`src/dds_pkg.sv`:
```
package dds_pkg;

    // Channel and datapath widths
    localparam int CHANNELS = 4;
    localparam int ACC_W = 32;
    localparam int PHASE_W = 14;
    localparam int DAC_W = 10;
    localparam int MODE_W = 6;

    // Serial register addresses
    localparam logic [4:0] ADDR_CHAN_SEL = 5'h00;
    localparam logic [4:0] ADDR_RAMP = 5'h01;
    localparam logic [4:0] ADDR_MODE = 5'h03;
    localparam logic [4:0] ADDR_TUNE = 5'h04;
    localparam logic [4:0] ADDR_PHASE = 5'h05;

    // Instruction byte layout
    localparam int INSTR_RD_BIT = 7;
    localparam logic [5:0] INSTR_LAST = 6'h07;

    // Data bits per register access
    localparam logic [5:0] BITS_TUNE = 6'h20;
    localparam logic [5:0] BITS_PHASE = 6'h10;
    localparam logic [5:0] BITS_BYTE = 6'h08;

    // Field positions
    localparam int CHAN_EN_LSB = 4;
    localparam int MODE_SWEEP_BIT = 3;
    localparam int MODE_AMP_BIT = 4;
    localparam int MODE_RAMP_BIT = 5;

    // Reset values
    localparam logic [3:0] CHAN_EN_RESET = 4'hf;
    localparam logic [31:0] TUNE_RESET = 32'h0000_0000;
    localparam logic [13:0] PHASE_RESET = 14'h0000;

    // Sync clock divider: sampled just before its rising edge
    localparam logic [1:0] SYNC_STEP = 2'h1;
    localparam logic [1:0] SYNC_SAMPLE = 2'h1;

    // Channel counts used by the mode checker
    localparam logic [2:0] COUNT_ONE = 3'h1;
    localparam logic [2:0] COUNT_PAIR = 3'h2;

    // Cosine converter constants
    localparam logic [13:0] COS_QUARTER = 14'h1000;
    localparam logic [13:0] COS_HALF = 14'h2000;
    localparam int COS_SHIFT = 15;
    localparam logic [9:0] COS_MID = 10'h200;
    localparam logic [9:0] COS_MID_LOW = 10'h1ff;
    localparam logic [9:0] COS_MAG_MAX = 10'h1ff;
    localparam logic [9:0] COS_PEAK = 10'h3ff;

    typedef enum logic [0:0] {
        SPI_INSTR = 1'b0,
        SPI_DATA = 1'b1
    } spi_state_e;

    typedef enum logic [1:0] {
        RAMP_NONE = 2'b00,
        RAMP_UPPER = 2'b01,
        RAMP_TOP = 2'b10,
        RAMP_SDIO = 2'b11
    } ramp_src_e;

    typedef enum logic [2:0] {
        LVL_NONE = 3'b000,
        LVL_2 = 3'b001,
        LVL_4 = 3'b010,
        LVL_8 = 3'b011,
        LVL_16 = 3'b100
    } mod_level_e;

endpackage

```
`src/cos_converter.sv`:
```
module cos_converter (
    // Clock and reset
    input wire logic core_clk,
    input wire logic rst,
    // Phase in, amplitude code out
    input wire logic [13:0] phase,
    output logic [9:0] code
);

    typedef struct packed {
        logic [9:0] code;
    } state_s;

    state_s st;
    state_s nx;
    logic [13:0] shifted;
    logic [12:0] x;
    logic [26:0] prod;
    logic [9:0] mag;

    // Parabolic cosine: quarter turn ahead, then sign by half
    always_comb begin
        nx = st;
        shifted = phase + dds_pkg::COS_QUARTER;
        x = shifted[12:0];
        prod = 27'(x) * 27'(dds_pkg::COS_HALF - {1'b0, x});
        mag = 10'(prod >> dds_pkg::COS_SHIFT);
        if (mag > dds_pkg::COS_MAG_MAX) begin
            mag = dds_pkg::COS_MAG_MAX;
        end
        if (shifted[13]) begin
            nx.code = dds_pkg::COS_MID_LOW - mag;
        end else begin
            nx.code = dds_pkg::COS_MID + mag;
        end
    end

    // Output register
    always_ff @(posedge core_clk or posedge rst) begin
        if (rst) begin
            st <= '0;
        end else begin
            st <= nx;
        end
    end

    assign code = st.code;

    a_cos_peak: assert property (@(posedge core_clk) disable iff (rst)
        phase == dds_pkg::PHASE_RESET |=> code == dds_pkg::COS_PEAK)
        else $error("zero phase did not give peak code");

endmodule

```
`src/quad_dds_core.sv`:
```
// Notes on behaviour
// - Each channel adds its 32-bit tuning word every clock, wrapping.
// - Offset phase maps through cosine to an amplitude sample.
// - A 14-bit phase offset per channel adds before the converter.
// - All four accumulators run on one common clock.
// - Each channel drives a 10-bit converter code every clock.
// - Single-tone, two-level modulation and sweep mix freely.
// - Four-level modulation on at most two channels, rest single-tone.
// - Eight-level modulation on one channel only, rest single-tone.
// - Sixteen-level modulation on one channel only, rest single-tone.
// - Amplitude ramp allowed on all single-tone channels.
// - Ramp on two profile pins: two channels two-level or sweep.
// - Ramp on top profile pin: one eight-level channel.
// - Ramp on spare data lines: four two-level, two four-level, one sixteen.
// - Amplitude modulation excludes the amplitude ramp; sweep does not.
// - Reset gives single-tone, single-bit serial, zero tuning and phase.
// - Tuning and phase addresses shared; writes land in enabled channels.
// - Channel enables act as soon as their byte is written.
// - All channel enables are set at reset.
// - Update starts all channels on new settings together.
// - Rising update strobe, sampled on sync clock, copies buffers.
// - Sync clock runs at a quarter of the core clock.
// - Any profile pin toggle acts as an update strobe.
module quad_dds_core (
    // Clock and reset
    input wire logic core_clk,
    input wire logic rst,
    // Serial port, single-bit mode, most significant bit first
    input wire logic cs_n,
    input wire logic sclk,
    input wire logic sdio_0_in,
    output logic sdio_0_out,
    output logic sdio_0_oe,
    // Update strobe and profile pins
    input wire logic io_update,
    input wire logic [3:0] profile,
    output logic sync_clk,
    // Converter codes and status
    output logic [3:0][9:0] dac_code,
    output logic mode_fault
);

    typedef struct packed {
        logic [1:0] sync_cnt;
        logic upd_q;
        logic [3:0] prof_q;
        logic sclk_q;
        dds_pkg::spi_state_e spi;
        logic [5:0] cnt;
        logic rd;
        logic [4:0] addr;
        logic [31:0] sh;
        logic sdo;
        logic fault;
        logic [3:0] chan_en;
        dds_pkg::ramp_src_e ramp_src;
        logic [3:0][31:0] tune_buf;
        logic [3:0][31:0] tune_act;
        logic [3:0][13:0] phase_buf;
        logic [3:0][13:0] phase_act;
        logic [3:0][5:0] mode_buf;
        logic [3:0][5:0] mode_act;
        logic [3:0][31:0] acc;
    } state_s;

    state_s st;
    state_s nx;
    logic sclk_rise;
    logic sclk_fall;
    logic upd_evt;
    logic wr_commit;
    logic [7:0] instr;
    logic [31:0] wr_data;
    logic [31:0] rd_word;
    logic [1:0] sel;
    logic sel_found;
    logic [3:0][13:0] phase;

    // Data bits carried by an access to a register
    function automatic logic [5:0] data_bits(input logic [4:0] a);
        if (a == dds_pkg::ADDR_TUNE) begin
            return dds_pkg::BITS_TUNE;
        end else if (a == dds_pkg::ADDR_PHASE) begin
            return dds_pkg::BITS_PHASE;
        end else begin
            return dds_pkg::BITS_BYTE;
        end
    endfunction

    // Flags channel mode mixes that the pins cannot serve
    function automatic logic mode_bad(input logic [3:0][5:0] m,
                                      input dds_pkg::ramp_src_e src);
        logic [2:0] n4;
        logic [2:0] n8;
        logic [2:0] n16;
        logic [2:0] nbusy;
        logic [2:0] nr;
        logic [2:0] lvl;
        logic busy;
        logic bad;
        n4 = '0;
        n8 = '0;
        n16 = '0;
        nbusy = '0;
        nr = '0;
        bad = 1'b0;
        for (int i = 0; i < dds_pkg::CHANNELS; i++) begin
            lvl = m[i][2:0];
            busy = (lvl != dds_pkg::LVL_NONE) || m[i][dds_pkg::MODE_SWEEP_BIT];
            n4 = n4 + {2'b00, lvl == dds_pkg::LVL_4};
            n8 = n8 + {2'b00, lvl == dds_pkg::LVL_8};
            n16 = n16 + {2'b00, lvl == dds_pkg::LVL_16};
            nbusy = nbusy + {2'b00, busy};
            // Ramp on single-tone channels never counts against the pins
            nr = nr + {2'b00, busy && m[i][dds_pkg::MODE_RAMP_BIT]};
            if (lvl > dds_pkg::LVL_16) begin
                bad = 1'b1;
            end
            if (m[i][dds_pkg::MODE_AMP_BIT]
                && m[i][dds_pkg::MODE_RAMP_BIT]) begin
                bad = 1'b1;
            end
        end
        // Two-level and sweep alone are always accepted
        if (n4 != '0 && (n4 > dds_pkg::COUNT_PAIR || nbusy != n4)) begin
            bad = 1'b1;
        end
        if (n8 != '0 && nbusy != dds_pkg::COUNT_ONE) begin
            bad = 1'b1;
        end
        if (n16 != '0 && nbusy != dds_pkg::COUNT_ONE) begin
            bad = 1'b1;
        end
        if (nr != '0) begin
            case (src)
                dds_pkg::RAMP_NONE: begin
                    bad = 1'b1;
                end
                dds_pkg::RAMP_UPPER: begin
                    if (nr > dds_pkg::COUNT_PAIR || nbusy != nr
                        || (n4 | n8 | n16) != '0) begin
                        bad = 1'b1;
                    end
                end
                dds_pkg::RAMP_TOP: begin
                    if (n8 != dds_pkg::COUNT_ONE || nbusy != nr) begin
                        bad = 1'b1;
                    end
                end
                default: begin
                    if (n8 != '0) begin
                        bad = 1'b1;
                    end
                end
            endcase
        end
        return bad;
    endfunction

    // Next state: sync divider, serial port, registers, accumulators
    always_comb begin
        nx = st;
        upd_evt = 1'b0;
        wr_commit = 1'b0;
        sclk_rise = sclk && !st.sclk_q;
        sclk_fall = !sclk && st.sclk_q;
        instr = {st.sh[6:0], sdio_0_in};
        wr_data = {st.sh[30:0], sdio_0_in};
        nx.sclk_q = sclk;

        // Sync clock and strobe sampling
        nx.sync_cnt = st.sync_cnt + dds_pkg::SYNC_STEP;
        if (st.sync_cnt == dds_pkg::SYNC_SAMPLE) begin
            nx.upd_q = io_update;
            nx.prof_q = profile;
            upd_evt = (io_update && !st.upd_q)
                      || (profile != st.prof_q);
        end

        // Readback source: lowest enabled channel
        sel = 2'h0;
        sel_found = 1'b0;
        for (int i = dds_pkg::CHANNELS - 1; i >= 0; i--) begin
            if (st.chan_en[i]) begin
                sel = 2'(i);
                sel_found = 1'b1;
            end
        end
        if (instr[4:0] == dds_pkg::ADDR_CHAN_SEL) begin
            rd_word = {st.chan_en, 4'h0, 24'h0};
        end else if (instr[4:0] == dds_pkg::ADDR_RAMP) begin
            rd_word = {st.fault, 5'h0, st.ramp_src, 24'h0};
        end else if (!sel_found) begin
            rd_word = '0;
        end else if (instr[4:0] == dds_pkg::ADDR_MODE) begin
            rd_word = {2'h0, st.mode_buf[sel], 24'h0};
        end else if (instr[4:0] == dds_pkg::ADDR_TUNE) begin
            rd_word = st.tune_buf[sel];
        end else if (instr[4:0] == dds_pkg::ADDR_PHASE) begin
            rd_word = {2'h0, st.phase_buf[sel], 16'h0};
        end else begin
            rd_word = '0;
        end

        // Serial port sequencing
        if (cs_n) begin
            nx.spi = dds_pkg::SPI_INSTR;
            nx.cnt = '0;
            nx.rd = 1'b0;
        end else begin
            if (sclk_rise) begin
                nx.cnt = st.cnt + 6'h01;
                if (!(st.spi == dds_pkg::SPI_DATA && st.rd)) begin
                    nx.sh = wr_data;
                end
                case (st.spi)
                    dds_pkg::SPI_INSTR: begin
                        if (st.cnt == dds_pkg::INSTR_LAST) begin
                            nx.spi = dds_pkg::SPI_DATA;
                            nx.cnt = '0;
                            nx.rd = instr[dds_pkg::INSTR_RD_BIT];
                            nx.addr = instr[4:0];
                            if (instr[dds_pkg::INSTR_RD_BIT]) begin
                                nx.sh = rd_word;
                            end
                        end
                    end
                    dds_pkg::SPI_DATA: begin
                        if (st.cnt == data_bits(st.addr) - 6'h01) begin
                            nx.spi = dds_pkg::SPI_INSTR;
                            nx.cnt = '0;
                            nx.rd = 1'b0;
                            wr_commit = !st.rd;
                        end
                    end
                    default: begin
                        nx.spi = dds_pkg::SPI_INSTR;
                    end
                endcase
            end
            if (sclk_fall && st.spi == dds_pkg::SPI_DATA && st.rd) begin
                nx.sdo = st.sh[31];
                nx.sh = {st.sh[30:0], 1'b0};
            end
        end

        // Register writes
        if (wr_commit) begin
            if (st.addr == dds_pkg::ADDR_CHAN_SEL) begin
                nx.chan_en = wr_data[7:dds_pkg::CHAN_EN_LSB];
            end else if (st.addr == dds_pkg::ADDR_RAMP) begin
                nx.ramp_src = dds_pkg::ramp_src_e'(wr_data[1:0]);
            end else begin
                for (int i = 0; i < dds_pkg::CHANNELS; i++) begin
                    if (st.chan_en[i]) begin
                        if (st.addr == dds_pkg::ADDR_TUNE) begin
                            nx.tune_buf[i] = wr_data;
                        end else if (st.addr == dds_pkg::ADDR_PHASE) begin
                            nx.phase_buf[i] = wr_data[13:0];
                        end else if (st.addr == dds_pkg::ADDR_MODE) begin
                            nx.mode_buf[i] = wr_data[5:0];
                        end
                    end
                end
            end
        end

        // Update moves every buffer at once
        if (upd_evt) begin
            nx.tune_act = st.tune_buf;
            nx.phase_act = st.phase_buf;
            nx.mode_act = st.mode_buf;
        end
        nx.fault = mode_bad(st.mode_act, st.ramp_src);

        // Phase accumulators wrap naturally
        for (int i = 0; i < dds_pkg::CHANNELS; i++) begin
            nx.acc[i] = st.acc[i] + st.tune_act[i];
        end
    end

    // State register
    always_ff @(posedge core_clk or posedge rst) begin
        if (rst) begin
            st <= '0;
            st.chan_en <= dds_pkg::CHAN_EN_RESET;
        end else begin
            st <= nx;
        end
    end

    // Per channel offset add and cosine converter
    generate
        for (genvar g = 0; g < dds_pkg::CHANNELS; g++) begin : g_chan
            assign phase[g] = st.acc[g][31:18] + st.phase_act[g];
            cos_converter u_cos (
                .core_clk(core_clk),
                .rst(rst),
                .phase(phase[g]),
                .code(dac_code[g])
            );
        end
    endgenerate

    // Pin outputs
    assign sync_clk = st.sync_cnt[1];
    assign sdio_0_out = st.sdo;
    assign sdio_0_oe = !cs_n && st.spi == dds_pkg::SPI_DATA && st.rd;
    assign mode_fault = st.fault;

    a_acc_adds: assert property (@(posedge core_clk) disable iff (rst)
        (!upd_evt ##1 !upd_evt) |=> st.acc[0] ==
            32'($past(st.acc[0], 2) + (st.tune_act[0] << 1)))
        else $error("accumulator did not add tuning word");

    a_reset_enables: assert property (@(posedge core_clk) disable iff (rst)
        $fell(rst) |-> st.chan_en == dds_pkg::CHAN_EN_RESET)
        else $error("channel enables not all set after reset");

    a_reset_clear: assert property (@(posedge core_clk) disable iff (rst)
        $fell(rst) |-> st.tune_act == '0 && st.phase_buf == '0
            && st.mode_act == '0)
        else $error("tuning or phase not cleared by reset");

    a_buf_holds: assert property (@(posedge core_clk) disable iff (rst)
        !upd_evt |=> $stable(st.tune_act) && $stable(st.phase_act))
        else $error("active word changed without update");

    a_update_copy: assert property (@(posedge core_clk) disable iff (rst)
        upd_evt |=> st.tune_act == $past(st.tune_buf)
            && st.phase_act == $past(st.phase_buf))
        else $error("update did not copy buffers");

    a_sync_quarter: assert property (@(posedge core_clk) disable iff (rst)
        $rose(sync_clk) |-> ##4 $rose(sync_clk))
        else $error("sync clock not a quarter of core clock");

    a_profile_toggle: assert property (@(posedge core_clk) disable iff (rst)
        st.sync_cnt == dds_pkg::SYNC_SAMPLE && profile != st.prof_q
            |=> st.tune_act == $past(st.tune_buf))
        else $error("profile toggle missed as update");

    a_enable_immediate: assert property (@(posedge core_clk) disable iff (rst)
        wr_commit && st.addr == dds_pkg::ADDR_CHAN_SEL
            |=> st.chan_en == $past(wr_data[7:4]))
        else $error("channel enables not taken at once");

    a_disabled_keeps: assert property (@(posedge core_clk) disable iff (rst)
        wr_commit && st.addr == dds_pkg::ADDR_PHASE && !st.chan_en[0]
            |=> $stable(st.phase_buf[0]))
        else $error("write reached a disabled channel");

    a_mode_flag: assert property (@(posedge core_clk) disable iff (rst)
        $countones({st.mode_act[0][2:0] == dds_pkg::LVL_8,
                    st.mode_act[1][2:0] == dds_pkg::LVL_8,
                    st.mode_act[2][2:0] == dds_pkg::LVL_8,
                    st.mode_act[3][2:0] == dds_pkg::LVL_8}) > 1
            |=> mode_fault)
        else $error("two eight-level channels not flagged");

endmodule

```
`config.mk`:
```
export PLATFORM = sky130hd
export DESIGN_NAME = quad_dds_core
export DESIGN_NICKNAME = d
export VERILOG_FILES = /design/src/dds_pkg.sv /design/src/cos_converter.sv /design/src/quad_dds_core.sv
export SDC_FILE = /design/constraint.sdc
export NUM_CORES = 2
export LEC_CHECK = 0
export BUFFER_PORTS_ARGS = -buffer_cell sky130_fd_sc_hd__buf_2
export CAP_MARGIN = 20
export CORE_UTILIZATION = 40
export CTS_CLUSTER_DIAMETER = 30
export DETAILED_ROUTE_END_ITERATION = 7
export GPL_ROUTABILITY_DRIVEN = 0
export HOLD_SLACK_MARGIN = 0.06
export PLACE_DENSITY_LB_ADDON = 0.05
export SYNTH_ARGS = -nofsm -noshare
export SYNTH_HDL_FRONTEND = slang
export SYNTH_HIERARCHICAL = 1
export SYNTH_SLANG_ARGS = --single-unit
```
`constraint.sdc`:
```
create_clock -name core_clk -period 53.4 [get_ports core_clk]
set_clock_uncertainty 0.1 [all_clocks]
set_input_delay 13.35 -clock core_clk [delete_from_list [all_inputs] [get_ports core_clk]]
set_output_delay 13.35 -clock core_clk [all_outputs]
set_load 0.03 [all_outputs]
```
# --- Yosys cells after proc, flatten, opt, wreduce, memory -nomap -nowiden ---
# Index checks and enable logic that the tools add are counted.
totals:
  reg_bits: 645
  out_inout_bits: 44
  elab_cells: 270
  inputBits: 10
op_classes:
  reduce_logical: 65
  n_addsub: 42
  n_eq_ne: 32
  multipliers: 4
  muxes: 63
  magnitude_cmp: 11
  bitwise_logic: 8
ops:
  columns: ["op", "count"]
  rows:
  - ["$mux 32", 8]
  - ["$add 32x32->32", 4]
  - ["$mul 13x27->25", 4]
  - ["$mux 45", 2]
  - ["$mux 10", 8]
  - ["$bmux 32 s2", 1]
  - ["$sub 14x13->15 const A", 4]
  - ["$add 14x13->14 const B", 4]
  - ["$add 14x14->14", 4]
  - ["$add 10x10->10 const A", 4]
  - ["$gt 10x9->1 const B", 4]
  - ["$sub 9x10->10 const A", 4]
  - ["$mux 37", 1]
  - ["$mux 33", 1]
  - ["$mux 30", 1]
  - ["$mux 6", 5]
  - ["$bmux 14 s2", 1]
  - ["$reduce_and 7->1", 4]
  - ["$reduce_bool 3->1", 9]
  - ["$eq 3x2->1 const B", 8]
  - ["$mux 1", 24]
  - ["$reduce_and 6->1", 4]
  - ["$eq 5x3->1 const B", 4]
  - ["$reduce_and 5->1", 4]
  - ["39 further kinds", 108]

# --- Depth between registers and ports, before layout ---
logic_depth:
  ltp_word: 17
  depth_mapped: 37

# --- Hierarchy ---
# The synthesis kept the hierarchy.
by_module_without_submodules:
  columns: ["mod", "cells_each", "area_each_um2", "seq_area_each_um2", "instances"]
  rows:
  - ["quad_dds_core", 2840, 32513.7, 15144.5, 1]
  - ["cos_converter at g_chan[3].u_cos", 750, 6742.7, 250.2, 1]
  - ["cos_converter at g_chan[2].u_cos", 706, 6537.5, 250.2, 1]
  - ["cos_converter at g_chan[1].u_cos", 690, 6456.2, 250.2, 1]
  - ["cos_converter at g_chan[0].u_cos", 687, 6372.4, 250.2, 1]

# --- Worst setup path after synthesis ---
# No wires, ideal clock.
synth_path:
  kind: "input to output"
  start: "input cs_n"
  end: "output sdio_0_oe"
  path_slack_ns: 25.814
  stages: 3
  arrival_ns: 14.136
  path_cell_list: "clkbuf_1 clkbuf_1 nor2_1"
synth_via:
  elab_chain_len: 3
synth_lines:
  columns: ["item", "line_no", "text"]
  rows:
  - ["from (decl)", "quad_dds_core.sv:29", "input wire logic cs_n,"]
  - ["$logic_not 1->1", "quad_dds_core.sv:308", "assign sdio_0_oe = !cs_n && st.spi == dds_pkg::SPI_DATA && st.rd;"]
  - ["$logic_and 1x1->1 (2 in series)", "quad_dds_core.sv:308", null]
  - ["to (decl)", "quad_dds_core.sv:33", "output logic sdio_0_oe,"]
# No other way between the ends.

# --- Final worst setup path ---
# Ends and elaborated chain as after synthesis.

==> run summary <==
run status -> finished clean
placed cell areas -> 61200 sq um
global-route wire length before repair -> 244000 microns
Leak -> 0.0342 uW
Ports -> 54
FF+latch count, synth -> 645
CTS buffer count -> 175
FP Rows -> 140
H-tree levels -> 4
crit path max fanout -> 30
final hold viol count -> 0
library cells used by synthesis -> 99
CTS tree -> done
Starting DRT DRC Count -> 1901
clk slew on worst S/H paths -> 0.04 ns
Mapped Area -> 58600 sq um
RSZ-0062 raised after global routing -> false
cts hold-fix bufs -> 0
Syn Inst Count -> 5673
HP Class -> flop to flop
critical path type -> input pin to output pin
r2r worst-path depth -> 31
root buffer cell -> clkbuf_16
synth warn -> 6
Post-synth top flop -> dfrtp_1
Final Critical Period -> 27.67 ns
drt first pass iters -> 5
area leader, netlist -> dfrtp_1
DIE AREA -> 148000 sq um
final core occ -> 46.7%
maxcap violations -> 0
Post-synth ARST share -> 100%
Area Overhead vs Synth -> 15.9%
# DRC -> 0
Finished Cell Area -> 68000 sq um
post-route ant nets -> 0
fin nets -> 6927
VDD IR-drop max -> 31.9 uV
Crit. Startpoint -> cs_n
CP Capture Type -> output pin
n_diodes -> 0
Skew-Pair Late Insertion Delay -> 0.80 ns
core region area -> 146000 sq um
pwr dens -> 25.1 nW/um^2
cts repair resizes -> 0
area share of the leading cell type in the synthesized netlist -> 27.4%
relative slew slack -> 32.8%
post-synthesis sequential area ratio -> 27.5%
largest net degree at the start of global routing -> 144
Critical Path AT -> 14.22 ns
die height -> 385 microns
max-slew violations -> 0
DR WL/cell -> 19.3 microns
fraction of layout cells with a size suffix above 1 -> 16.7%
setup_tns -> 0 ns
setup violators final -> 0
Pwr Total -> 1710 uW
Initial Util -> 40.3%
Die W -> 385 microns
RR Startpoint -> st[18]$_DFF_PP0_
via count -> 40600
HPWL Detailed -> 116000 microns
Setup crit start kind -> input pin
total gr overflow -> 0
most area-consuming cells after synthesis -> dfrtp_1 (27%), fa_1 (18%), ha_1 (13%), mux2_2 (8.1%), inv_1 (4.7%)
# clock sinks -> 645
worst hold slack -> 0.316 ns
CTS max path bufs -> 3
Req. time, crit path -> 39.95 ns
Overall Global Routing Usage -> 21.1%
Tcrit/Tclk final -> 51.8%
min-delay src -> st[603]$_DFF_PP0_
Fmax achieved -> 36.1 MHz
hold depth -> 1
Post-synth EDFFs -> 0
Setup Buffers After CTS -> 0
post-DR vias/cell -> 5.16
vias in the first global route -> 41800
mean area per synthesized cell -> 10.3 sq um
port buffer count -> 53
Total Routed Length -> 152000 microns
Worst-Margin Slew -> 1.00 ns
initial antenna violation count -> 2
==> worst paths after layout <==
kind / endpoint / slack [ns]
setup / recovery: sdio_0_oe / 25.73
hold / removal: st[603]$_DFF_PP0_ / 0.32
setup reg to reg: g_chan[0].u_cos/code[7]$_DFF_PP0_ / 43.57
hold reg to reg: st[603]$_DFF_PP0_ / 0.32
max in group asynchronous: st[499]$_DFFE_PP0P_ / 37.30
min in group asynchronous: g_chan[2].u_cos/code[8]$_DFF_PP0_ / 12.69
==> cell usage after synthesis (all sizes together) (33+ instances only) <==
| library cell | number |
|---|---|
| nand2b | 296 |
| inv | 739 |
| fa | 521 |
| mux2 | 422 |
| o21ai | 203 |
| ha | 590 |
| xor2 | 79 |
| nor3 | 68 |
| nor2b | 236 |
| clkbuf | 192 |
| nand3 | 45 |
| a211oi | 33 |
| a21o | 67 |
| xnor2 | 164 |
| and2 | 72 |
| nand2 | 276 |
| mux4 | 49 |
| dfrtp | 641 |
| nor2 | 253 |
| a21oi | 232 |
==> final cells by class <==
cell class	instances	area (sq um)
well taps	1917	2400
clock buffers	222	4920
flip-flops and latches	645	16100
clock inverters	104	1760
repair buffers	134	906
inverters	739	2780
multi-input cells	4111	39100
fillers	13600	77600
==> metal layers <==
| layer | global-route usage (%) | wire (microns) |
|---|---|---|
| met5 | 0 | 13 |
| met4 | 5.97 | 3540 |
| met1 | 29.6 | 71500 |
| met2 | 34.0 | 71600 |
| met3 | 3.02 | 5580 |
==> cell usage in the layout, fill, tap and decap left out, types with 32 or more instances in the layout <==
| master | instances |
|---|---|
| o21ai_0 | 194 |
| nor2b_1 | 235 |
| nand3_1 | 45 |
| clkbuf_16 | 175 |
| buf_2 | 53 |
| buf_4 | 79 |
| xnor2_1 | 161 |
| dfrtp_1 | 641 |
| fa_1 | 521 |
| a21oi_1 | 227 |
| ha_1 | 590 |
| nor2_1 | 252 |
| nand2_1 | 274 |
| clkinv_2 | 33 |
| nand2b_1 | 296 |
| inv_1 | 738 |
| xor2_1 | 79 |
| mux2_2 | 422 |
| mux4_2 | 49 |
| and2_1 | 69 |
| conb_1 | 44 |
| o21a_1 | 32 |
| a21o_1 | 66 |
| clkbuf_8 | 36 |
| bufinv_16 | 32 |
| nor3_1 | 65 |
==> registers in the layout, indices dropped and copies added, names as in the netlist <==
| register | count |
|---|---|
| sdio_0_out | 1 |
| sync_clk | 1 |
| g_chan.u_cos/code | 40 |
| st | 595 |
| instr | 7 |
| mode_fault | 1 |
==> per-stage QoR <==
step / setup slack [ns] / cells
2_1_floorplan: 23.02 / 5709
3_3_place_gp: 25.78 / 7543
3_5_place_dp: 25.76 / 7543
4_1_cts: 25.76 / 7869
5_1_grt: 25.69 / 7872
6_report: 25.73 / 7872
==> logic make-up after synthesis <==
family	count (synthesis)	share of synthesized area [%]
AO/OA/AOI/OAI	818	9.14
XOR/XNOR	243	3.64
adder cells (fa/ha/maj)	1111	30.4
buffers and inverters	953	6.16
flip-flops	645	27.5
multiplexers	485	10.2
other	8	0.0512
AND/OR/NAND/NOR	1410	12.8
==> power by group <==
part           switching, uW  internal, uW
logic                   35.0          14.9
clock network            345           808
registers               9.23           493
total                    389          1320
==> critical path, stage by stage <==
cell    delay [ns]
buf_2         0.50
nor2_1        0.14
buf_2         0.22
No activity file was read; power rests on OpenSTA's default activity.
